[src/rtl/adc_frame_regs.vh]
// Constants for the serial converter frame and power control block
`ifndef ADC_FRAME_REGS_VH
`define ADC_FRAME_REGS_VH
`define SAMPLE_BITS 12
`define LEAD_ZEROS 3
`define EDGE_NOISE 2
`define EDGE_MODE 10
`define EDGE_TRACK 13
`define EDGE_LAST 16
`define CODE_STEPS 4096
`define MODE_NORMAL 1'b0
`define MODE_SHUTDOWN 1'b1
`define FIFO_DEPTH 16
`define CLK_PERIOD_NS 40
`endif

[src/rtl/sample_fifo.v]
// Parameterised flip-flop FIFO holding converted samples
`timescale 1ns/1ps
`default_nettype none
module sample_fifo #(
    parameter WIDTH = 12,
    parameter DEPTH = 16,
    parameter AW = 4
) (
    // Clock and reset
    input wire mclk,
    input wire nrst,
    // Fill side
    input wire in_valid,
    output wire in_ready,
    input wire [WIDTH-1:0] in_data,
    // Drain side
    output wire out_valid,
    input wire out_ready,
    output wire [WIDTH-1:0] out_data
);
    reg [WIDTH-1:0] mem [0:DEPTH-1];
    reg [AW-1:0] wr_ptr;
    reg [AW-1:0] rd_ptr;
    reg [AW:0] count;
    wire do_wr;
    wire do_rd;
    // Full and empty come straight from the occupancy count
    assign in_ready = (count != DEPTH[AW:0]);
    assign out_valid = (count != {(AW+1){1'b0}});
    assign out_data = mem[rd_ptr];
    assign do_wr = in_valid && in_ready;
    assign do_rd = out_valid && out_ready;
    // Pointers and count
    always @(posedge mclk or negedge nrst) begin
        if (!nrst) begin
            wr_ptr <= {AW{1'b0}};
            rd_ptr <= {AW{1'b0}};
            count <= {(AW+1){1'b0}};
        end else begin
            if (do_wr)
                wr_ptr <= (wr_ptr == DEPTH[AW-1:0] - 1'b1) ? {AW{1'b0}} : wr_ptr + 1'b1;
            if (do_rd)
                rd_ptr <= (rd_ptr == DEPTH[AW-1:0] - 1'b1) ? {AW{1'b0}} : rd_ptr + 1'b1;
            if (do_wr && !do_rd)
                count <= count + 1'b1;
            else if (do_rd && !do_wr)
                count <= count - 1'b1;
        end
    end
    // Storage, no reset needed on data
    always @(posedge mclk) begin
        if (do_wr)
            mem[wr_ptr] <= in_data;
    end
endmodule
`default_nettype wire

[src/rtl/adc_frame_ctrl.v]
// Frame, shift-out and power-mode control of a 12-bit serial converter
// Limitations
// Every pin edge takes effect four clock cycles after it happens, so each
// phase of the link clock must last longer than that.
// The sample word is taken from the core at frame start and is not re-read.
`timescale 1ns/1ps
`default_nettype none
`include "adc_frame_regs.vh"
module adc_frame_ctrl #(
    parameter WIDTH = `SAMPLE_BITS,
    parameter DEPTH = `FIFO_DEPTH
) (
    // Clock and reset
    input wire mclk,
    input wire nrst,
    // Serial pins from the host
    input wire frame_select_n,
    input wire serial_clk,
    // Serial data pin, three-state as out and enable
    output reg serial_out,
    output reg serial_out_oe,
    // Sample from the analog core, taken at frame start
    input wire [WIDTH-1:0] sample_code,
    // Analog power and track-hold controls
    output reg analog_power_on,
    output reg hold_active,
    output reg powered_up,
    output reg mode_shutdown,
    // Converted results for local logic
    output wire result_valid,
    input wire result_ready,
    output wire [WIDTH-1:0] result_data,
    output wire result_overflow
);
    // ==========================================================
    // Pin synchronisers
    // ==========================================================
    reg [2:0] cs_sync;
    reg [2:0] sck_sync;
    reg cs_level;
    reg sck_level;
    // Three stages; a change counts once stages two and three agree
    // The level register is what the frame logic treats as the settled pin
    always @(posedge mclk or negedge nrst) begin
        if (!nrst) begin
            // Idle levels: select high and link clock parked high, so no false edge
            cs_sync <= 3'h7;
            sck_sync <= 3'h7;
            cs_level <= 1'b1;
            sck_level <= 1'b1;
        end else begin
            cs_sync <= {cs_sync[1:0], frame_select_n};
            sck_sync <= {sck_sync[1:0], serial_clk};
            if (cs_sync[1] == cs_sync[2])
                cs_level <= cs_sync[2];
            if (sck_sync[1] == sck_sync[2])
                sck_level <= sck_sync[2];
        end
    end
    // ==========================================================
    // Edge events
    // ==========================================================
    // An edge is flagged in the cycle in which stages two and three first agree
    // on the new level, one cycle before the level register follows. Waiting for
    // a delayed copy of the level instead would move each data change past the
    // host's next rising link clock edge at the fastest link clock.
    wire cs_low_agreed;
    wire cs_high_agreed;
    wire sck_low_agreed;
    wire sck_high_agreed;
    assign cs_low_agreed = !cs_sync[1] && !cs_sync[2];
    assign cs_high_agreed = cs_sync[1] && cs_sync[2];
    assign sck_low_agreed = !sck_sync[1] && !sck_sync[2];
    assign sck_high_agreed = sck_sync[1] && sck_sync[2];
    // Frame start and end; a select pulse seen for only one clock never counts
    wire cs_fall;
    wire cs_rise;
    assign cs_fall = cs_level && cs_low_agreed;
    assign cs_rise = !cs_level && cs_high_agreed;
    // Link clock edges; the frame logic ignores them outside a frame
    wire sck_fall;
    wire sck_rise;
    assign sck_fall = sck_level && sck_low_agreed;
    assign sck_rise = !sck_level && sck_high_agreed;
    // ==========================================================
    // Frame state
    // ==========================================================
    // wake_good marks that a full frame has run since reset or wake, so the
    // core is settled and the next full normal frame carries a valid result
    reg in_frame;
    reg wake_frame;
    reg wake_good;
    reg [4:0] fall_cnt;
    reg [4:0] rise_cnt;
    reg [14:0] shreg;
    reg [WIDTH-1:0] held_code;
    reg push;
    wire fifo_ready;
    // Edge counts, frame tracking and mode decisions
    always @(posedge mclk or negedge nrst) begin
        if (!nrst) begin
            in_frame <= 1'b0;
            wake_frame <= 1'b0;
            wake_good <= 1'b0;
            fall_cnt <= 5'h00;
            rise_cnt <= 5'h00;
            mode_shutdown <= `MODE_NORMAL;
            analog_power_on <= 1'b1;
            hold_active <= 1'b0;
            powered_up <= 1'b1;
            shreg <= 15'h0000;
            held_code <= {WIDTH{1'b0}};
            serial_out <= 1'b0;
            serial_out_oe <= 1'b0;
            push <= 1'b0;
        end else begin
            push <= 1'b0;
            if (cs_fall) begin
                // Sample held at frame start; straight binary from the core
                in_frame <= 1'b1;
                fall_cnt <= 5'h00;
                rise_cnt <= 5'h00;
                hold_active <= 1'b1;
                held_code <= sample_code;
                shreg <= {{`LEAD_ZEROS{1'b0}}, sample_code};
                serial_out <= 1'b0;
                serial_out_oe <= 1'b1;
                wake_frame <= mode_shutdown;
                mode_shutdown <= `MODE_NORMAL;
                analog_power_on <= 1'b1;
                if (mode_shutdown)
                    powered_up <= 1'b0;
            end else if (cs_rise && in_frame) begin
                in_frame <= 1'b0;
                fall_cnt <= 5'h00;
                rise_cnt <= 5'h00;
                hold_active <= 1'b0;
                serial_out_oe <= 1'b0;
                if (wake_frame && fall_cnt < `EDGE_MODE) begin
                    // Noise guard on a wake frame: fall straight back down
                    mode_shutdown <= `MODE_SHUTDOWN;
                    analog_power_on <= 1'b0;
                end else if (fall_cnt >= `EDGE_NOISE && fall_cnt < `EDGE_MODE) begin
                    mode_shutdown <= `MODE_SHUTDOWN;
                    analog_power_on <= 1'b0;
                end
                // Before edge two nothing changes; after ten the word truncates
            end else if (in_frame) begin
                if (sck_fall && fall_cnt < `EDGE_LAST) begin
                    fall_cnt <= fall_cnt + 5'h01;
                    if (fall_cnt == `EDGE_LAST - 1) begin
                        serial_out_oe <= 1'b0;
                        // Any full frame proves the core awake; the next one is valid
                        wake_good <= 1'b1;
                        if (wake_frame) begin
                            powered_up <= 1'b1;
                        end else begin
                            // The first full frame after reset or wake is a dummy
                            // and never reaches the buffer
                            push <= wake_good;
                        end
                    end else begin
                        serial_out <= shreg[14];
                        shreg <= {shreg[13:0], 1'b0};
                    end
                end
                if (sck_rise && rise_cnt < `EDGE_LAST) begin
                    rise_cnt <= rise_cnt + 5'h01;
                    if (rise_cnt == `EDGE_TRACK - 1)
                        hold_active <= 1'b0;
                end
            end
            if (mode_shutdown)
                wake_good <= 1'b0;
        end
    end
    // Overflow marks a result lost because local logic stalled
    // The buffer drops the new word and keeps the older ones
    assign result_overflow = push && !fifo_ready;
    // ==========================================================
    // Result buffer
    // ==========================================================
    // Sixteen words let local logic stall for a whole burst of frames
    sample_fifo #(
        .WIDTH(WIDTH),
        .DEPTH(DEPTH),
        .AW(4)
    ) u_fifo (
        .mclk(mclk),
        .nrst(nrst),
        .in_valid(push),
        .in_ready(fifo_ready),
        .in_data(held_code),
        .out_valid(result_valid),
        .out_ready(result_ready),
        .out_data(result_data)
    );
endmodule
`default_nettype wire

[config.mk]
export PLATFORM = sky130hd
export DESIGN_NAME = adc_frame_ctrl
export DESIGN_NICKNAME = d
export VERILOG_FILES = /design/src/rtl/sample_fifo.v /design/src/rtl/adc_frame_ctrl.v
export VERILOG_INCLUDE_DIRS = /design/src /design/src/rtl
export SDC_FILE = /design/constraint.sdc
export NUM_CORES = 1
export LEC_CHECK = 0
export BUFFER_PORTS_ARGS = -buffer_cell sky130_fd_sc_hd__buf_2
export CORE_MARGIN = 4
export CORE_UTILIZATION = 55
export DETAILED_ROUTE_END_ITERATION = 10
export HOLD_SLACK_MARGIN = 0.05
export PLACE_DENSITY_LB_ADDON = 0.08
export SLEW_MARGIN = 0
export SYNTH_ARGS = -nofsm -noshare
export SYNTH_HDL_FRONTEND = slang
export SYNTH_SLANG_ARGS = --single-unit
[constraint.sdc]
create_clock -name mclk -period 2.9 [get_ports mclk]
set_clock_uncertainty 0.1 [all_clocks]
set_input_delay 0.145 -clock mclk [delete_from_list [all_inputs] [get_ports mclk]]
set_output_delay 0.145 -clock mclk [all_outputs]
set_load 0.01 [all_outputs]
==> results of run 1 <==
[critical path: stages, from the launching register on]
cell and delay [ps]:
dfrtp_4 540, buf_12 230, mux4_2 560, inv_1 100, o21ai_1 80, a221o_1 350, buf_2 140
[repair_timing]
action | CTS | global route
endpoints found under the setup margin | 11 | 10
hold buffers | 16 | 0
buffers inserted | 0 | 7
gates resized for setup | 3 | 6
endpoints found under the hold margin | 68 | 0
[state kept, by name, indices dropped and copies added, names as in the netlist]
| register | flops |
|---|---|
| analog_power_on | 1 |
| wake_good | 1 |
| rise_cnt | 5 |
| hold_active | 1 |
| serial_out | 1 |
| held_code | 12 |
| u_fifo.rd_ptr | 4 |
| sck_level | 1 |
| push | 1 |
| wake_frame | 1 |
| powered_up | 1 |
| cs_level | 1 |
| u_fifo.count | 5 |
| mode_shutdown | 1 |
| fall_cnt | 5 |
| shreg | 15 |
| u_fifo.mem | 192 |
| in_frame | 1 |
| serial_out_oe | 1 |
| u_fifo.wr_ptr | 4 |
| cs_sync | 3 |
| sck_sync | 3 |
[placed cells by master (no fill, tap or decap), drive strengths merged, types with 3 or more instances in the layout]
| cell | synthesis | routed |
|---|---|---|
| edfxtp | 192 | 192 |
| nand2 | 80 | 80 |
| buf | 18 | 67 |
| dfrtp | 58 | 58 |
| nor2 | 41 | 41 |
| mux4 | 36 | 36 |
| clkbuf | 12 | 30 |
| inv | 29 | 29 |
| mux2 | 25 | 25 |
| o21ai | 24 | 24 |
| ha | 19 | 19 |
| dlygate4sd3 | 0 | 16 |
| clkinv | 0 | 15 |
| a221o | 12 | 12 |
| o221ai | 12 | 12 |
| a31oi | 11 | 11 |
| dfstp | 10 | 10 |
| nor2b | 9 | 9 |
| nor3 | 8 | 8 |
| nand3 | 7 | 7 |
| a21oi | 7 | 7 |
| xnor2 | 6 | 6 |
| xor2 | 5 | 5 |
| and2b | 4 | 4 |
| a22o | 4 | 4 |
| nand2b | 4 | 4 |
| nand4 | 3 | 3 |
[logic make-up (layout without fill, tap and decap cells)]
logic type,Yosys count,after routing,share of synthesized area [%]
AO/OA/AOI/OAI,80,80,5.43
flip-flops,260,260,70.0
buffers and inverters,59,160,2.93
adder cells (fa/ha/maj),20,20,2.41
multiplexers,63,63,11.5
AND/OR/NAND/NOR,165,165,6.78
XOR/XNOR,11,11,0.902
[path summary, 6_finish.rpt]
check                           depth (start not counted)                      endpoint                         start
worst max register to register                         10   u_fifo.count[4]$_DFFE_PN0P_   u_fifo.count[1]$_DFFE_PN0P_
worst max-delay path                                    6                result_data[6]  u_fifo.rd_ptr[0]$_DFFE_PN0P_
min in group asynchronous                               2         shreg[14]$_DFFE_PN0P_                          nrst
worst min register to register                          0         sck_sync[1]$_DFF_PN1_         sck_sync[0]$_DFF_PN1_
max in group asynchronous                               2  u_fifo.rd_ptr[0]$_DFFE_PN0P_                          nrst
worst min-delay path                                    2         sck_sync[0]$_DFF_PN1_                    serial_clk
[stage by stage]
step	cells	worst slack [ps]	hold WS [ps]	util (%)
after floorplan	658	191	-251	-
after global placement	948	229	154	59.3
after detailed placement	948	91.2	154	59.3
after CTS	1012	19.9	141	64.5
after global routing	1019	-26.7	174	65.0
final	1019	114	164	65.0
[layout make-up]
class,count,area [um2]
timing repair buffer,83,614
clock inverter,18,130
tap,260,325
inverter,29,109
fill,1358,6610
sequential,260,7490
clock buffer,30,687
multi-input combinational,339,2930
[power by group]
part | leakage [nW] | switching (W) | internal, W
combinational | 1.63 | 0.000240 | 0.000189
clock | 0.400 | 0.00134 | 0.00186
sequential | 2.57 | 0.000355 | 0.00443
[layer usage]
metal | routed length [um] | vias to the layer above | share of wire, % | GRT usage (%)
li1 | - | 2668 | - | -
met1 | 8820 | 3028 | 42 | 26.0
met2 | 11200 | 131 | 53 | 35.1
met3 | 890 | 25 | 4.2 | 2.70
met4 | 364 | 0 | 1.7 | 5.41
met5 | 0 | - | 0 | 0
==> impl_metrics.yaml, run 1 <==
status:
  status: "completed"
placement:
  placed_cell_area_um2: 11200
  gp_congestion: 0.822
  io_buffers: 36
  hpwl_um: 13900
cells_and_area:
  syn2layout_area_growth_pct: 14.9
  diodes: 0
  design_area_um2: 12300
  final_layout_size_suffix_gt1_share_pct: 21.9
  layout.nets: 776
synthesis:
  synth-edff-count: 192
  yosysMostFrequentCell: "edfxtp_1"
  ys_warn_count: 0
  ys_ff_latch: 260
  synthArstFlopShare_pct: 26.2
  synth_area_um2: 10700
  ys_top_cells_by_count: "edfxtp_1, nand2_1, dfrtp_1"
  dominantRegCellSynth: "edfxtp_1"
  yosysTopAreaCell: "edfxtp_1"
  synthesis.nets: 695
  netlist.area_leader.share_pct: 54.0
  synth_cells: 658
  ys_seq_area_share_pct: 70.0
  yosys-top-cells-area: "edfxtp_1, dfrtp_1, mux4_1"
  synth_area_per_cell_um2: 16.2
  synth.distinct_cells: 52
route:
  vias: 5852
  drt-initial-drc-count: 328
  via_per_inst: 5.74
  wl_per_cell_um: 20.9
  firstDrtPassIters: 5
  remaining_drc_errors: 0
  routed_wl_um: 21300
  ant_nets: 0
clock_tree:
  htree_num_levels: 1
  root_buffer: "clkbuf_16"
  clk-insertion-delay-late_ps: 520
  clock-sinks: 260
  cts.path.max_buffers: 3
  cts_buffers: 26
  clk_transition_reported_paths_ps: 60
  cts_tree: "built"
sta:
  drv_slew: 0
  timing.final.crit_share_pct: 96.1
  worst_slew_pin_slew_ps: 1280
  min_period_ps: 2790
  setup_viol: 0
  final.setup.tns_ps: 0
  finalHoldViolCount: 0
  fmax_mhz: 359
  relSlewSlack_pct: 14.4
global_route:
  antenna_found_initial: 0
  grt_max_degree: 51
  grt.total_usage_pct: 19.8
  grt_pass1_wl_um: 33600
  overflow: 0
  grt_pass1_vias: 6001
die:
  fp.dieW_um: 147
  core_area_um2: 18900
  ios: 37
  start_util_pct: 56.5
  dieArea_um2: 21700
  die_y_um: 147
  row_count: 50
worst_setup_path:
  start_kind: "register"
  critPathArrivalTime_ps: 2540
  ff2ff_setup_slack_ps: 180
  cp_max_fo: 20
  critPathKind: "reg -> out"
  worst_setup_path_end_kind: "primary output"
  cp.required_ps: 2650
power:
  p_leak_nw: 4.61
  peakVddDrop_uv: 527
  power_density_nw_per_um2: 685
  fin_total_pwr_w: 0.00842
run:
  maxCapViolCount: 0
hold_path:
  hp-class: "in -> reg"
Power figures use the tool's default switching activity.
==> run 2, diff against run 1 <==
Settings changed: CORE_MARGIN 4 to 3.
Clock period 2.9 ns to 3.4 ns, I/O delays scaled along.
==> impl_metrics.yaml, run 2 (same netlist as run 1, synthesis figures left out) <==
cells_and_area:
  top_register: "u_fifo.mem"
  final_cell_mix: "edfxtp_1, nand2_1, dfrtp_1, nor2_1, buf_2"
  syn2layout_area_growth_pct: 15.2
  fillers: 1399
  design_area_um2: 12300
  utilization_pct: 65.1
  layout.nets: 780
  top_regs: "u_fifo.mem: 192 flops, shreg: 15 flops, held_code: 12 flops"
  fin_cells: 1023
  final_layout_size_suffix_gt1_share_pct: 22.4
  diodes: 0
  largest_register_ffs: 192
  final_common_cell: "edfxtp_1"
clock_tree:
  cts_resized: 0
  root_buffer: "clkbuf_16"
  cts_tree: "built"
  clk_transition_reported_paths_ps: 60
  cts_buffers: 26
  htree_num_levels: 1
  clk-insertion-delay-late_ps: 520
  cts.path.max_buffers: 3
  clock-sinks: 260
placement:
  dp_cells: 959
  gp_congestion: 0.805
  io_buffers: 36
  pre_cts_slack_ps: 442
  hpwl_um: 14200
  placed_cell_area_um2: 11300
sta:
  drv_slew: 0
  rsz0062_at_grt: "false"
  relSlewSlack_pct: 23.0
  worst_slew_pin_slew_ps: 1150
  finalWorstSetupSlack_ps: 272
  finalHoldViolCount: 0
  timing.final.crit_share_pct: 92.0
  final.setup.tns_ps: 0
  min_period_ps: 3130
  fmax_mhz: 320
  setup_viol: 0
worst_setup_path:
  critPathArrivalTime_ps: 2860
  worst_setup_path_end_kind: "primary output"
  cp.required_ps: 3130
  critPathKind: "reg -> out"
  cp_max_fo: 43
  start_kind: "register"
global_route:
  grt_use_met1_pct: 29.1
  grt_max_degree: 44
  antenna_found_initial: 0
  met2_usage_pct: 35.7
  grt_pass1_wl_um: 34800
  grt_pass1_vias: 6125
  use_met3_pct: 2.93
  top_usage_layer: "met2"
  grt.total_usage_pct: 21.0
  overflow: 0
status:
  status: "completed"
route:
  via_per_inst: 5.75
  vias: 5878
  routed_wl_um: 22000
  remaining_drc_errors: 0
  ant_nets: 0
  drt-initial-drc-count: 398
  wl_per_cell_um: 21.5
  firstDrtPassIters: 5
die:
  ios: 37
  fp.dieW_um: 145
  row_count: 50
  die_y_um: 145
  start_util_pct: 56.5
  core_area_um2: 18900
  dieArea_um2: 21100
power:
  power_density_nw_per_um2: 585
  p_leak_nw: 4.63
  peakVddDrop_uv: 424
hold_path:
  hp-class: "in -> reg"
run:
  maxCapViolCount: 0
run 2: cell count changes in the layout (fill, tap and decap cells not counted), sizes merged:
cell | before | now
bufinv | 2 | 1
clkinv | 15 | 7
clkbuf | 30 | 37
buf | 67 | 71
clkinvlp | 1 | 3
run 2: where the power goes:
| part | internal, W | total (W) | switching (W) |
|---|---|---|---|
| Clock | 0.00162 | 0.00276 | 0.00115 |
| Sequential | 0.00378 | 0.00408 | 0.000302 |
| Combinational | 0.000159 | 0.000355 | 0.000197 |
run 2: layer usage:
metal  vias to the layer above  routed length, um
met5                         -                  0
met4                         0                429
met3                        34                903
met2                       139              11100
met1                      3034               9530
li1                       2671                  -
run 2: what timing repair did:
item / CTS / global route
hold endpoints to repair: 61 / 0
setup endpoints to repair: 0 / 0
setup buffers: 0 / 0
hold buffers: 16 / 0
run 2: per-stage QoR:
stage	total power [W]	hold slack, ps
after floorplan	0.00426	-226
after global placement	0.00446	178
after detailed placement	0.00449	177
after CTS	0.00727	166
after global routing	0.00749	188
final	0.00720	179
run 2: layout make-up:
cell class | instances | area [um2] | area share, %
inverters | 29 | 109 | 0.885
clock inverters | 11 | 83.8 | 0.681
clock buffers | 37 | 753 | 6.12
repair buffers | 87 | 641 | 5.21
flip-flops and latches | 260 | 7480 | 60.8
multi-input cells | 339 | 2910 | 23.7
well taps | 260 | 325 | 2.64
run 2: worst paths after layout:
kind	startpoint	to	slack (ps)	depth (start not counted)
min in group asynchronous	nrst	held_code[10]$_DFFE_PN0P_	200	2
max reg2reg	u_fifo.count[1]$_DFFE_PN0P_	u_fifo.count[4]$_DFFE_PN0P_	430	10
min reg2reg	sck_sync[0]$_DFF_PN1_	sck_sync[1]$_DFF_PN1_	260	0
max in group asynchronous	nrst	cs_sync[2]$_DFF_PN1_	2190	3
max	u_fifo.rd_ptr[0]$_DFFE_PN0P_	result_data[3]	270	6
min	serial_clk	sck_sync[0]$_DFF_PN1_	180	2
run 2: worst max-delay path: stages (launching register included):
cell,delay [ps]
dfrtp_2,410
buf_12,210
nand2b_1,530
o221ai_1,440
o21ai_1,160
a221o_1,420
buf_2,150
==> run 3, diff against run 2 <==
Settings changed: CORE_MARGIN 3 to 4, CORE_UTILIZATION 55 to 35.
==> impl_metrics.yaml, run 3 (same netlist as run 1, synthesis figures left out) <==
cells_and_area:
  utilization_pct: 41.7
  final_layout_size_suffix_gt1_share_pct: 22.1
  final_cell_mix: "edfxtp_1, nand2_1, dfrtp_1, nor2_1, buf_2"
  final_common_cell: "edfxtp_1"
  diodes: 0
  design_area_um2: 12500
  top_regs: "u_fifo.mem: 192 flops, shreg: 15 flops, held_code: 12 flops"
  top_register: "u_fifo.mem"
  largest_register_ffs: 192
  syn2layout_area_growth_pct: 16.6
  layout.nets: 774
sta:
  rsz0062_at_grt: "false"
  drv_slew: 0
  relSlewSlack_pct: 36.9
  setup_viol: 0
  finalWorstSetupSlack_ps: 383
  fmax_mhz: 331
  timing.final.crit_share_pct: 88.7
  finalHoldViolCount: 0
  worst_slew_pin_slew_ps: 938
  min_period_ps: 3020
  final.setup.tns_ps: 0
clock_tree:
  cts_buffers: 29
  cts_resized: 0
  postCtsSetupBuffers: 0
  clk-insertion-delay-late_ps: 540
  clk_transition_reported_paths_ps: 60
  cts_tree: "built"
  htree_num_levels: 1
  cts.path.max_buffers: 3
  clock-sinks: 260
  root_buffer: "clkbuf_16"
status:
  status: "completed"
worst_setup_path:
  critPathKind: "reg -> out"
  reg2reg_from: "u_fifo.count[1]$_DFFE_PN0P_"
  path_cells: "buf_4 -> mux2_2 -> o221ai_1 -> o21ai_1 -> a221o_1 -> buf_2"
  cp.required_ps: 3130
  ff2ff_setup_slack_ps: 400
  critPathArrivalTime_ps: 2750
  slowest_stage: "dfrtp_2"
  cp_max_fo: 17
  cp_slowest_stage_delay_ps: 660
  ff2ff_path_depth: 10
  worst_setup_path_end_kind: "primary output"
  start_kind: "register"
  timing.rr.end: "u_fifo.count[4]$_DFFE_PN0P_"
global_route:
  grt_pass1_wl_um: 35900
  grt_max_degree: 69
  grt.total_usage_pct: 13.7
  grt_pass1_vias: 5989
  overflow: 0
  antenna_found_initial: 0
power:
  power_density_nw_per_um2: 591
  p_leak_nw: 4.63
  peakVddDrop_uv: 393
  fin_total_pwr_w: 0.00736
route:
  vias: 5745
  wl_per_cell_um: 19.4
  via_per_inst: 5.00
  routed_wl_um: 22300
  remaining_drc_errors: 0
  ant_nets: 0
  drt-initial-drc-count: 391
  firstDrtPassIters: 4
die:
  row_count: 63
  fp.dieW_um: 183
  start_util_pct: 35.8
  dieArea_um2: 33400
  core_area_um2: 29900
  die_y_um: 183
  ios: 37
hold_path:
  holdPathEnd: "sck_sync[0]$_DFF_PN1_"
  hp-class: "in -> reg"
  hold_path.startpoint: "serial_clk"
  hold_depth: 2
placement:
  hpwl_um: 14200
  io_buffers: 36
  placed_cell_area_um2: 11400
  gp_congestion: 0.716
  pre_cts_slack_ps: 425
run:
  maxCapViolCount: 0
-- run 3: what timing repair did --
item,CTS,global route
endpoints found under the hold margin,88,0
hold buffers,16,0
endpoints found under the setup margin,0,0
-- run 3: final cells by class --
type | instances | area, um2
fillers | 2685 | 17400
clock buffers | 37 | 786
multi-input cells | 339 | 2910
flip-flops and latches | 260 | 7480
repair buffers | 78 | 563
clock inverters | 17 | 119
well taps | 390 | 488
inverters | 29 | 109
-- run 3: how the worst max path moves through the flow --
stage	start	slack, ps	endpoint	cells after the start
2_1_floorplan	u_fifo.count[1]$_DFFE_PN0P_	690	u_fifo.count[4]$_DFFE_PN0P_	10
3_3_place_gp	u_fifo.count[0]$_DFFE_PN0P_	530	u_fifo.count[4]$_DFFE_PN0P_	10
3_5_place_dp	u_fifo.count[1]$_DFFE_PN0P_	430	u_fifo.count[4]$_DFFE_PN0P_	10
4_1_cts	u_fifo.rd_ptr[1]$_DFFE_PN0P_	300	result_data[2]	6
5_1_grt	u_fifo.count[1]$_DFFE_PN0P_	80	u_fifo.count[4]$_DFFE_PN0P_	10
6_report	u_fifo.rd_ptr[1]$_DFFE_PN0P_	380	result_data[2]	6
-- run 3: power by group --
| group | leakage (nW) | total, W | switching [W] | internal [W] |
|---|---|---|---|---|
| Sequential | 2.58 | 0.00408 | 0.000299 | 0.00378 |
| Clock | 0.452 | 0.00293 | 0.00122 | 0.00171 |
| Combinational | 1.60 | 0.000350 | 0.000193 | 0.000157 |
-- run 3: metal layers --
| layer | share of wire, % | track usage, % |
|---|---|---|
| met1 | 48 | 19.7 |
| met2 | 46 | 22.1 |
| met3 | 3.5 | 2.05 |
| met4 | 2.5 | 3.36 |
| met5 | 0 | 0 |
-- run 3: worst max-delay path, delay by kind of cell (launching register included) --
| kind | cells | cell delay, ps |
|---|---|---|
| AO/OA/AOI/OAI | 3 | 760 |
| flip-flops | 1 | 660 |
| buffers and inverters | 2 | 440 |
| multiplexers | 1 | 340 |
-- run 3: per-stage QoR --
step                std cells  hold slack [ps]
floorplan                 658             -226
global placement         1080              178
detailed placement       1080              176
CTS                      1150              138
global route             1150              172
finish                   1150              171
